## src/hdl/setpoint_defines.vh

```
/*
 * register map, field layout and timing constants of the setpoint
 * controller; assumes a 32-bit apb bus with 12 address bits.
 */
`ifndef SETPOINT_DEFINES_VH
`define SETPOINT_DEFINES_VH

// ****************************************************************
// register byte offsets
// ****************************************************************
`define A_CTRL 12'h000
`define A_STATUS 12'h004
`define A_LATCH 12'h008
`define A_LATCH_CLR 12'h00C
`define A_RLY_REL 12'h010
`define A_RLY_LMODE 12'h014
`define A_RLY_STATE 12'h018
`define A_IRQ_STAT 12'h01C
`define A_IRQ_CLR 12'h020
`define A_IRQ_EN 12'h024
`define A_CNT_BASE 12'h040
`define A_CFG_BASE 12'h100
`define A_CFG_END 12'h300

// ****************************************************************
// config window fields (word index within a 32-byte slot)
// ****************************************************************
`define F_TRIGGER_SELECT 3'h0
`define F_OP_THR 3'h1
`define F_REL_THR 3'h2
`define F_OP_DLY 3'h3
`define F_REL_DLY 3'h4
`define F_ACT 3'h5
`define TRIGGER_SELECT_BIN_BIT 8
`define CTRL_EN_BIT 0
`define CTRL_60HZ_BIT 1

// ****************************************************************
// action codes
// ****************************************************************
`define ACT_NONE 2'h0
`define ACT_RELAY 2'h1
`define ACT_COUNT 2'h2
`define ACT_TIME 2'h3

// ****************************************************************
// timing, in units of 0.1 ms, and the counter limit
// ****************************************************************
`define PER_60HZ 10'h0A6
`define PER_50HZ 10'h0C8
`define DLY_SCALE 24'h00_03E8
`define TENTH_HOUR 22'h36_EE80
`define CNT_MAX 20'hF_423F

`endif
```

## src/hdl/setpoint_alarm_controller.v

```verilog
/*
 * setpoint engine: sixteen setpoints scanned once per line cycle,
 * hysteresis or level triggers, operate/release delays, status and
 * latch registers, relay or counter actions, apb register access.
 * assumes cycle_tick_i pulses once per measured line cycle and that
 * trigger inputs are synchronous to ref_clk_i.
 */
// Chosen here: the address map and the APB register port.
`timescale 1ns/1ps
`include "setpoint_defines.vh"

// Behaviour
// - sixteen setpoints, one trigger argument each
// - all setpoints scanned once per line cycle
// - true expression fires relay or counter action
// - analog operates on reaching operate threshold
// - analog releases on reaching release threshold
// - binary triggers are level sensitive, no thresholds
// - programmable operate delay before operating
// - programmable release delay before releasing
// - status changes only after delay fully held
// - every status change updates status register
// - operate latched until explicitly cleared
// - count action fires on transition into operated
// - counters independent, relays ORed across setpoints
// - relay held until all release, or command
// - time counter accumulates operated time, 0.1 h
// - four general counters of six decimal digits
module setpoint_alarm_controller #(
	parameter N_ANA = 8,
	parameter N_BIN = 16
) (
	// clock, reset, enable
	input wire ref_clk_i,
	input wire resetn_i,
	input wire clk_en_i,
	// line cycle strobe and trigger sources
	input wire cycle_tick_i,
	input wire [N_ANA*32-1:0] analog_i,
	input wire [N_BIN-1:0] binary_i,
	// apb slave
	input wire psel_i,
	input wire penable_i,
	input wire pwrite_i,
	input wire [11:0] paddr_i,
	input wire [31:0] pwdata_i,
	output reg [31:0] prdata_o,
	output reg pready_o,
	output reg pslverr_o,
	// outputs to the system
	output reg [3:0] relay_o,
	output reg irq_o
);

	// ****************************************************************
	// functions
	// ****************************************************************

	// threshold reached in the direction of the alarm
	function reaches;
		input signed [31:0] v;
		input signed [31:0] thr;
		input high;
		begin
			reaches = high ? (v >= thr) : (v <= thr);
		end
	endfunction

	// six decimal digit counter step, wraps to zero
	function [19:0] cnt_inc;
		input [19:0] c;
		begin
			cnt_inc = (c == `CNT_MAX) ? 20'h0_0000 : c + 20'h0_0001;
		end
	endfunction

	// ****************************************************************
	// storage
	// ****************************************************************
	reg [8:0] trigger_select_q [0:15]; // bit 8 binary, low bits source
	reg [31:0] op_thr_q [0:15]; // operate limit, primary units
	reg [31:0] rel_thr_q [0:15]; // release limit
	reg [13:0] op_dly_q [0:15]; // 0.1 s units
	reg [13:0] rel_dly_q [0:15]; // 0.1 s units
	reg [5:0] act_q [0:15]; // [1:0] code, [5:4] target
	reg [23:0] tmr_q [0:15]; // elapsed qualify time, 0.1 ms
	reg [19:0] cnt_q [0:3]; // general counters
	reg [21:0] frac_q [0:3]; // sub 0.1 hour residue
	reg [1:0] ctrl_q; // enable, 60 hz
	reg [15:0] stat_q; // setpoint status
	reg [15:0] latch_q; // alarm latch
	reg [15:0] irq_stat_q; // status change events
	reg [15:0] irq_en_q;
	reg [3:0] lmode_q; // latched relay mask
	reg [3:0] rel_pend_q; // pending release commands
	reg [3:0] rly_acc_q; // relay requests gathered in a scan
	reg busy_q;
	reg [3:0] idx_q;
	integer i; // loop index of the scan engine reset
	integer j; // loop index of the configuration reset

	// ****************************************************************
	// evaluation of the setpoint under scan
	// ****************************************************************
	wire [8:0] tg = trigger_select_q[idx_q];
	wire [31:0] othr = op_thr_q[idx_q];
	wire [31:0] rthr = rel_thr_q[idx_q];
	wire [5:0] act = act_q[idx_q];
	wire [1:0] tgt = act[5:4];
	wire st = stat_q[idx_q];
	wire signed [31:0] av = analog_i[tg[2:0]*32 +: 32];
	wire bin = binary_i[tg[3:0]];
	// operate above release means a high alarm, else a low alarm;
	// equal limits behave as a high alarm with no dead band
	wire hi = $signed(othr) >= $signed(rthr);
	wire op_c = tg[`TRIGGER_SELECT_BIN_BIT] ? bin : reaches(av, othr, hi);
	wire rel_c = tg[`TRIGGER_SELECT_BIN_BIT] ? ~bin : reaches(av, rthr, ~hi);
	wire qual = st ? rel_c : op_c;
	wire [9:0] per = ctrl_q[`CTRL_60HZ_BIT] ? `PER_60HZ : `PER_50HZ;
	wire [23:0] t_next = tmr_q[idx_q] + {14'h0, per};
	wire [13:0] dly = st ? rel_dly_q[idx_q] : op_dly_q[idx_q];
	wire [23:0] lim = {10'h0, dly} * `DLY_SCALE;
	wire flip = busy_q & qual & (t_next >= lim);
	wire new_st = st ^ flip;
	wire rise = flip & ~st;
	wire [15:0] one_hot = 16'h0001 << idx_q;
	wire [3:0] rly_one = 4'h1 << tgt;
	wire [3:0] rly_now = (busy_q & new_st & (act[1:0] == `ACT_RELAY))
		? rly_one : 4'h0;
	wire [21:0] frac_next = frac_q[tgt] + {12'h0, per};
	wire last = busy_q & (idx_q == 4'hF);

	// ****************************************************************
	// apb decode
	// ****************************************************************
	wire [11:0] off = paddr_i - `A_CFG_BASE;
	wire [3:0] csp = off[8:5];
	wire [2:0] cfld = off[4:2];
	wire in_cfg = (paddr_i >= `A_CFG_BASE) && (paddr_i < `A_CFG_END)
		&& (cfld <= `F_ACT);
	wire in_cnt = ((paddr_i >> 4) == (`A_CNT_BASE >> 4));
	wire wr = psel_i & penable_i & pready_o & pwrite_i;
	wire [15:0] latch_clr = (wr && paddr_i == `A_LATCH_CLR)
		? pwdata_i[15:0] : 16'h0000;
	wire [15:0] irq_clr = (wr && paddr_i == `A_IRQ_CLR)
		? pwdata_i[15:0] : 16'h0000;
	wire [3:0] rel_cmd = (wr && paddr_i == `A_RLY_REL)
		? pwdata_i[3:0] : 4'h0;
	reg [31:0] rd_d;
	reg hit_d;

	// read mux and address check
	always @*
	begin
		rd_d = 32'h0000_0000;
		hit_d = 1'b1;
		if (in_cfg)
		begin
			case (cfld)
				`F_TRIGGER_SELECT: rd_d = {23'h0, trigger_select_q[csp]};
				`F_OP_THR: rd_d = op_thr_q[csp];
				`F_REL_THR: rd_d = rel_thr_q[csp];
				`F_OP_DLY: rd_d = {18'h0, op_dly_q[csp]};
				`F_REL_DLY: rd_d = {18'h0, rel_dly_q[csp]};
				default: rd_d = {26'h0, act_q[csp]};
			endcase
		end
		else if (in_cnt)
			rd_d = {12'h0, cnt_q[paddr_i[3:2]]};
		else
		begin
			case (paddr_i)
				`A_CTRL: rd_d = {30'h0, ctrl_q};
				`A_STATUS: rd_d = {16'h0, stat_q};
				`A_LATCH: rd_d = {16'h0, latch_q};
				`A_RLY_LMODE: rd_d = {28'h0, lmode_q};
				`A_RLY_STATE: rd_d = {28'h0, relay_o};
				`A_IRQ_STAT: rd_d = {16'h0, irq_stat_q};
				`A_IRQ_EN: rd_d = {16'h0, irq_en_q};
				`A_LATCH_CLR, `A_RLY_REL, `A_IRQ_CLR: rd_d = 32'h0000_0000;
				default: hit_d = 1'b0;
			endcase
		end
	end

	// ****************************************************************
	// apb handshake: one wait state, write commits as pready is seen
	// ****************************************************************
	always @(posedge ref_clk_i)
	begin
		if (!resetn_i)
		begin
			pready_o <= 1'b0;
			pslverr_o <= 1'b0;
			prdata_o <= 32'h0000_0000;
		end
		else if (clk_en_i)
		begin
			if (psel_i && penable_i && !pready_o)
			begin
				pready_o <= 1'b1;
				pslverr_o <= ~hit_d;
				prdata_o <= pwrite_i ? 32'h0000_0000 : rd_d;
			end
			else
			begin
				pready_o <= 1'b0;
				pslverr_o <= 1'b0;
			end
		end
	end

	// ****************************************************************
	// configuration writes
	// ****************************************************************
	always @(posedge ref_clk_i)
	begin
		if (!resetn_i)
		begin
			ctrl_q <= 2'h0;
			irq_en_q <= 16'h0000;
			lmode_q <= 4'h0;
			for (j = 0; j < 16; j = j + 1)
			begin
				trigger_select_q[j] <= 9'h000;
				op_thr_q[j] <= 32'h0000_0000;
				rel_thr_q[j] <= 32'h0000_0000;
				op_dly_q[j] <= 14'h0001;
				rel_dly_q[j] <= 14'h0001;
				act_q[j] <= 6'h00;
			end
		end
		else if (clk_en_i && wr)
		begin
			// array writes may land mid scan; a setpoint sees them
			// either in this scan or the next, never half applied
			if (in_cfg)
			begin
				case (cfld)
					`F_TRIGGER_SELECT: trigger_select_q[csp] <= pwdata_i[8:0];
					`F_OP_THR: op_thr_q[csp] <= pwdata_i;
					`F_REL_THR: rel_thr_q[csp] <= pwdata_i;
					`F_OP_DLY: op_dly_q[csp] <= pwdata_i[13:0];
					`F_REL_DLY: rel_dly_q[csp] <= pwdata_i[13:0];
					default: act_q[csp] <= pwdata_i[5:0];
				endcase
			end
			else if (paddr_i == `A_CTRL)
				ctrl_q <= pwdata_i[1:0];
			else if (paddr_i == `A_IRQ_EN)
				irq_en_q <= pwdata_i[15:0];
			else if (paddr_i == `A_RLY_LMODE)
				lmode_q <= pwdata_i[3:0];
		end
	end

	// ****************************************************************
	// scan engine: one setpoint per clock after each line cycle tick
	// ****************************************************************
	always @(posedge ref_clk_i)
	begin
		if (!resetn_i)
		begin
			busy_q <= 1'b0;
			idx_q <= 4'h0;
			stat_q <= 16'h0000;
			latch_q <= 16'h0000;
			irq_stat_q <= 16'h0000;
			rel_pend_q <= 4'h0;
			rly_acc_q <= 4'h0;
			relay_o <= 4'h0;
			irq_o <= 1'b0;
			for (i = 0; i < 16; i = i + 1)
				tmr_q[i] <= 24'h00_0000;
			for (i = 0; i < 4; i = i + 1)
			begin
				cnt_q[i] <= 20'h0_0000;
				frac_q[i] <= 22'h00_0000;
			end
		end
		else if (clk_en_i)
		begin
			// hardware set wins over a software clear in one cycle
			latch_q <= (latch_q & ~latch_clr)
				| (rise ? one_hot : 16'h0000);
			irq_stat_q <= (irq_stat_q & ~irq_clr)
				| (flip ? one_hot : 16'h0000);
			irq_o <= |(irq_stat_q & irq_en_q);
			// release command pending until the scan end consumes it
			rel_pend_q <= (last ? 4'h0 : rel_pend_q) | rel_cmd;
			// software preset of a counter; a same-cycle hardware
			// step on that counter below takes precedence
			if (wr && in_cnt)
				cnt_q[paddr_i[3:2]] <= pwdata_i[19:0];
			// a tick during a scan is dropped; scans are far shorter
			// than any line cycle
			if (!busy_q)
			begin
				if (cycle_tick_i && ctrl_q[`CTRL_EN_BIT])
				begin
					busy_q <= 1'b1;
					idx_q <= 4'h0;
					rly_acc_q <= 4'h0;
				end
			end
			else
			begin
				// timer runs only while the condition holds
				if (qual && !flip)
					tmr_q[idx_q] <= t_next;
				else
					tmr_q[idx_q] <= 24'h00_0000;
				if (flip)
					stat_q <= stat_q ^ one_hot;
				// action on entry to operated only
				if (rise && act[1:0] == `ACT_COUNT)
					cnt_q[tgt] <= cnt_inc(cnt_q[tgt]);
				// operated time, one count per tenth of an hour
				if (st && act[1:0] == `ACT_TIME)
				begin
					if (frac_next >= `TENTH_HOUR)
					begin
						frac_q[tgt] <= frac_next - `TENTH_HOUR;
						cnt_q[tgt] <= cnt_inc(cnt_q[tgt]);
					end
					else
						frac_q[tgt] <= frac_next;
				end
				rly_acc_q <= rly_acc_q | rly_now;
				idx_q <= idx_q + 4'h1;
				if (last)
				begin
					busy_q <= 1'b0;
					// OR of all linked setpoints; latched relays hold
					// until a release command arrives
					relay_o <= rly_acc_q | rly_now
						| (lmode_q & relay_o & ~rel_pend_q);
				end
			end
		end
	end

endmodule // setpoint_alarm_controller

```

## config.mk

```make
export PLATFORM = sky130hd
export DESIGN_NAME = setpoint_alarm_controller
export DESIGN_NICKNAME = d
export VERILOG_FILES = /design/src/hdl/setpoint_alarm_controller.v
export VERILOG_INCLUDE_DIRS = /design/src /design/src/hdl
export SDC_FILE = /design/constraint.sdc
export NUM_CORES = 2
export LEC_CHECK = 0
export BUFFER_PORTS_ARGS = -buffer_cell sky130_fd_sc_hd__buf_2
export CELL_PAD_IN_SITES_DETAIL_PLACEMENT = 0
export CELL_PAD_IN_SITES_GLOBAL_PLACEMENT = 1
export CORE_MARGIN = 2
export CORE_UTILIZATION = 45
export DETAILED_ROUTE_END_ITERATION = 12
export GPL_TIMING_DRIVEN = 0
export HOLD_SLACK_MARGIN = 0.1
export PLACE_DENSITY = 0.79
export RECOVER_POWER = 50
export SLEW_MARGIN = 10
export SYNTH_ARGS = -nofsm -noshare
export SYNTH_HDL_FRONTEND = slang
export SYNTH_SLANG_ARGS = --single-unit
```

## constraint.sdc

```tcl
create_clock -name ref_clk_i -period 14.5 [get_ports ref_clk_i]
set_clock_uncertainty 0.2 [all_clocks]
set_input_delay 0.725 -clock ref_clk_i [delete_from_list [all_inputs] [get_ports ref_clk_i]]
set_output_delay 0.725 -clock ref_clk_i [all_outputs]
set_load 0.01 [all_outputs]
```

==> impl_metrics.py <==
metrics = {
    "critical_path": {
        "cp_data_arrival_time_ns": 14.40,
        "cp_slowest_cell": "or3_2",
        "start_kind": "flip-flop",
        "crit_required_ns": 14.83,
        "max_stage_delay_ns": 0.70,
        "crit_path_end_kind": "flip-flop",
        "worst-path-max-fanout": 20,
        "cpMostUsedCell": "buf_4",
        "crit_type": "flip-flop to flip-flop",
    },
    "yosys": {
        "syn_inst": 8891,
        "ys_ff_latch": 2386,
        "synth-seq-area-share": 0.540,
        "ys_warn_count": 0,
        "syn_area_um2": 130000,
        "async_flop_share": 0,
        "synth_edf_count": 2260,
        "synth_ff_type": "edfxtp_1",
        "synthMostInstantiatedCell": "edfxtp_1",
        "netlist.area_leader.share": 0.521,
        "syn_avg_cell_area_um2": 14.7,
        "yosysUniqueCellTypes": 84,
        "synth_common_cells": "edfxtp_1, and2_1, mux4_2",
        "syn_nets": 9446,
        "synth_area_leaders": "edfxtp_1, mux4_2, and2_1",
        "yosysTopAreaCell": "edfxtp_1",
    },
    "placed_design": {
        "routabilityCongestion": 1.02,
        "dpl_cell_area_um2": 140000,
        "dp_cells": 13200,
        "io_buffers": 341,
        "hpwl_um": 410000,
    },
    "sta": {
        "period_needed_ns": 14.07,
        "slew_violations": 756,
        "setup_viol": 0,
        "rsz0062_at_grt": "no",
        "slew_headroom": -1.78,
        "post-route-period-util": 0.970,
        "finalSetupTns_ns": 0,
        "tightest_slew_ns": 4.13,
        "hold_viol": 0,
        "fmax_mhz": 71.1,
    },
    "die": {
        "die_x_um": 542,
        "dieArea_um2": 294000,
        "initial_utilization": 0.452,
        "pin_count": 362,
        "die_h_um": 542,
        "core_area_um2": 288000,
        "rows": 197,
    },
    "global_route": {
        "overflow": 0,
        "grt_pass1_wl_um": 731000,
        "antenna_found_initial": 63,
        "grt_use_total": 0.364,
        "grt_pass1_vias": 90400,
        "grt_max_degree": 26,
    },
    "clock_network": {
        "cts.clk_slew.worst_paths_ns": 0.06,
        "htreeDepth": 5,
        "clk_latency_ns": 0.97,
        "cts_sinks": 2386,
        "cts_buffer_depth": 4,
        "cts_buffers": 274,
        "cts_root_buf": "clkbuf_16",
        "cts_tree": "built",
    },
    "power": {
        "irDropWorstVdd_mv": 0.0981,
        "power_leakage_nw": 50.7,
        "power_density_nw_per_um2": 112,
    },
    "drt": {
        "vias": 93000,
        "drtPass1Iterations": 7,
        "wl_per_cell_um": 39.7,
        "drc_errors": 0,
        "vias_per_cell": 6.80,
        "ant_nets": 0,
        "first_iter_violations": 15200,
        "routed_wl_um": 543000,
    },
    "final_layout": {
        "stdcell_area_um2": 148000,
        "drive_gt1_frac": 0.239,
        "num-nets-final": 10200,
        "fin_util": 0.513,
        "final_cell_count_no_fill": 13700,
        "syn_to_final_growth_pct": 13.3,
    },
    "worst_hold_path": {
        "hp-start": "pwdata_i[6]",
        "hold_class": "input port to flip-flop",
    },
    "flow_run": {
        "cap_violations": 50,
    },
    "outcome": {
        "failed_checks": "max-capacitance violations, max-slew violations",
        "status": "complete, but fails checks",
    },
}
-- sequential cells by signal (all words and copies together) (netlist names), 2 cells and up, named ones only --
signal,flops
op_thr_q,512
rel_thr_q,512
tmr_q,384
op_dly_q,224
rel_dly_q,224
trigger_select_q,144
act_q,96
frac_q,84
cnt_q,80
prdata_o,32
irq_en_q,16
irq_stat_q,16
latch_q,16
stat_q,16
idx_q,4
lmode_q,4
rel_pend_q,4
relay_o,4
rly_acc_q,4
ctrl_q,2
-- path summary, 6_finish.rpt --
path                                         to  slack (ns)  depth (start not counted)
setup / recovery          cnt_q[0][5]$_DFFE_PP_        0.43                         45
hold / removal    rel_dly_q[9][6]$_SDFFCE_PN0P_        0.10                          2
setup reg to reg          cnt_q[0][5]$_DFFE_PP_        0.43                         45
hold reg to reg       prdata_o[13]$_SDFFE_PN0P_        0.29                          2
-- cells by family after synthesis --
logic type      count (synthesis)  synth area share
compound gates                597            0.0309
xor+xnor                       79           0.00536
fa+ha+maj                     232            0.0250
buf+inv                      1061            0.0322
flops                        2386             0.540
simple gates                 3047             0.130
mux                          1489             0.237
-- placed cells by master, fill, tap and decap left out, types with 35 or more instances in the layout --
master / count
mux2i_1: 167
or3_1: 39
clkinv_1: 52
dfxtp_1: 126
buf_2: 403
nand2b_1: 50
diode_2: 41
nor2_1: 410
and2_0: 645
clkbuf_16: 284
inv_1: 189
clkbuf_1: 775
nand2_1: 301
a21oi_1: 77
o21a_1: 40
a22oi_1: 57
edfxtp_1: 2260
xnor2_1: 46
nor3_1: 277
ha_1: 184
clkbuf_2: 95
nand3_1: 86
nor2b_1: 43
and2_1: 1057
a211oi_1: 35
fa_1: 48
mux2_2: 50
o21ai_0: 129
mux4_2: 1269
-- metrics by stage --
step	hold WS [ns]	setup WS [ns]	power [mW]
2_1_floorplan	0.250	2.60	8.94
3_3_place_gp	0.264	-4.15	9.69
3_5_place_dp	0.270	-2.55	9.79
4_1_cts	0.119	0.0871	16.4
5_1_grt	0.127	0.0267	16.8
6_report	0.101	0.431	16.5
-- area by class of cell --
cell class,instances,area (µm²)
tap,3781,4730
sequential,2386,70400
clock buffer,360,7510
fill,24300,140000
timing repair buffer,492,3540
inverter,189,709
clock inverter,118,1030
buffer,868,3690
antenna,41,103
multi-input combinational,5444,56000
-- routing by layer --
| metal | up-vias | wire, µm | track usage |
|---|---|---|---|
| met1 | 47600 | 182000 | 0.443 |
| met3 | 1926 | 75100 | 0.128 |
| met2 | 7637 | 235000 | 0.535 |
| met4 | 20 | 50900 | 0.273 |
| li1 | 35800 | - | - |
| met5 | - | 153 | 0 |
-- report_power, final --
group / internal, mW / switching, mW / total (mW)
combinational: 0.643 / 1.20 / 1.85
clock: 3.89 / 2.97 / 6.86
sequential: 7.74 / 0.0995 / 7.84
-- timing repair --
item | CTS | global route
pin swaps | 1 | 0
resized for setup | 25 | 13
buffers inserted | 1 | 2
hold buffers | 8 | 0
cloned | 0 | 0
endpoints found under the hold margin | 16 | 0
setup endpoints to repair | 600 | 180
-- critical path, delay by kind of cell (launching register included) --
| kind | cells | cell delay [ns] |
|---|---|---|
| AO/OA/AOI/OAI | 11 | 2.06 |
| AND/OR/NAND/NOR | 9 | 2.88 |
| XOR/XNOR | 1 | 0.16 |
| flip-flops | 1 | 0.31 |
| multiplexers | 2 | 0.87 |
| adder cells (fa/ha/maj) | 7 | 2.91 |
| buffers and inverters | 15 | 4.16 |
Power figures use the tool's default switching activity.
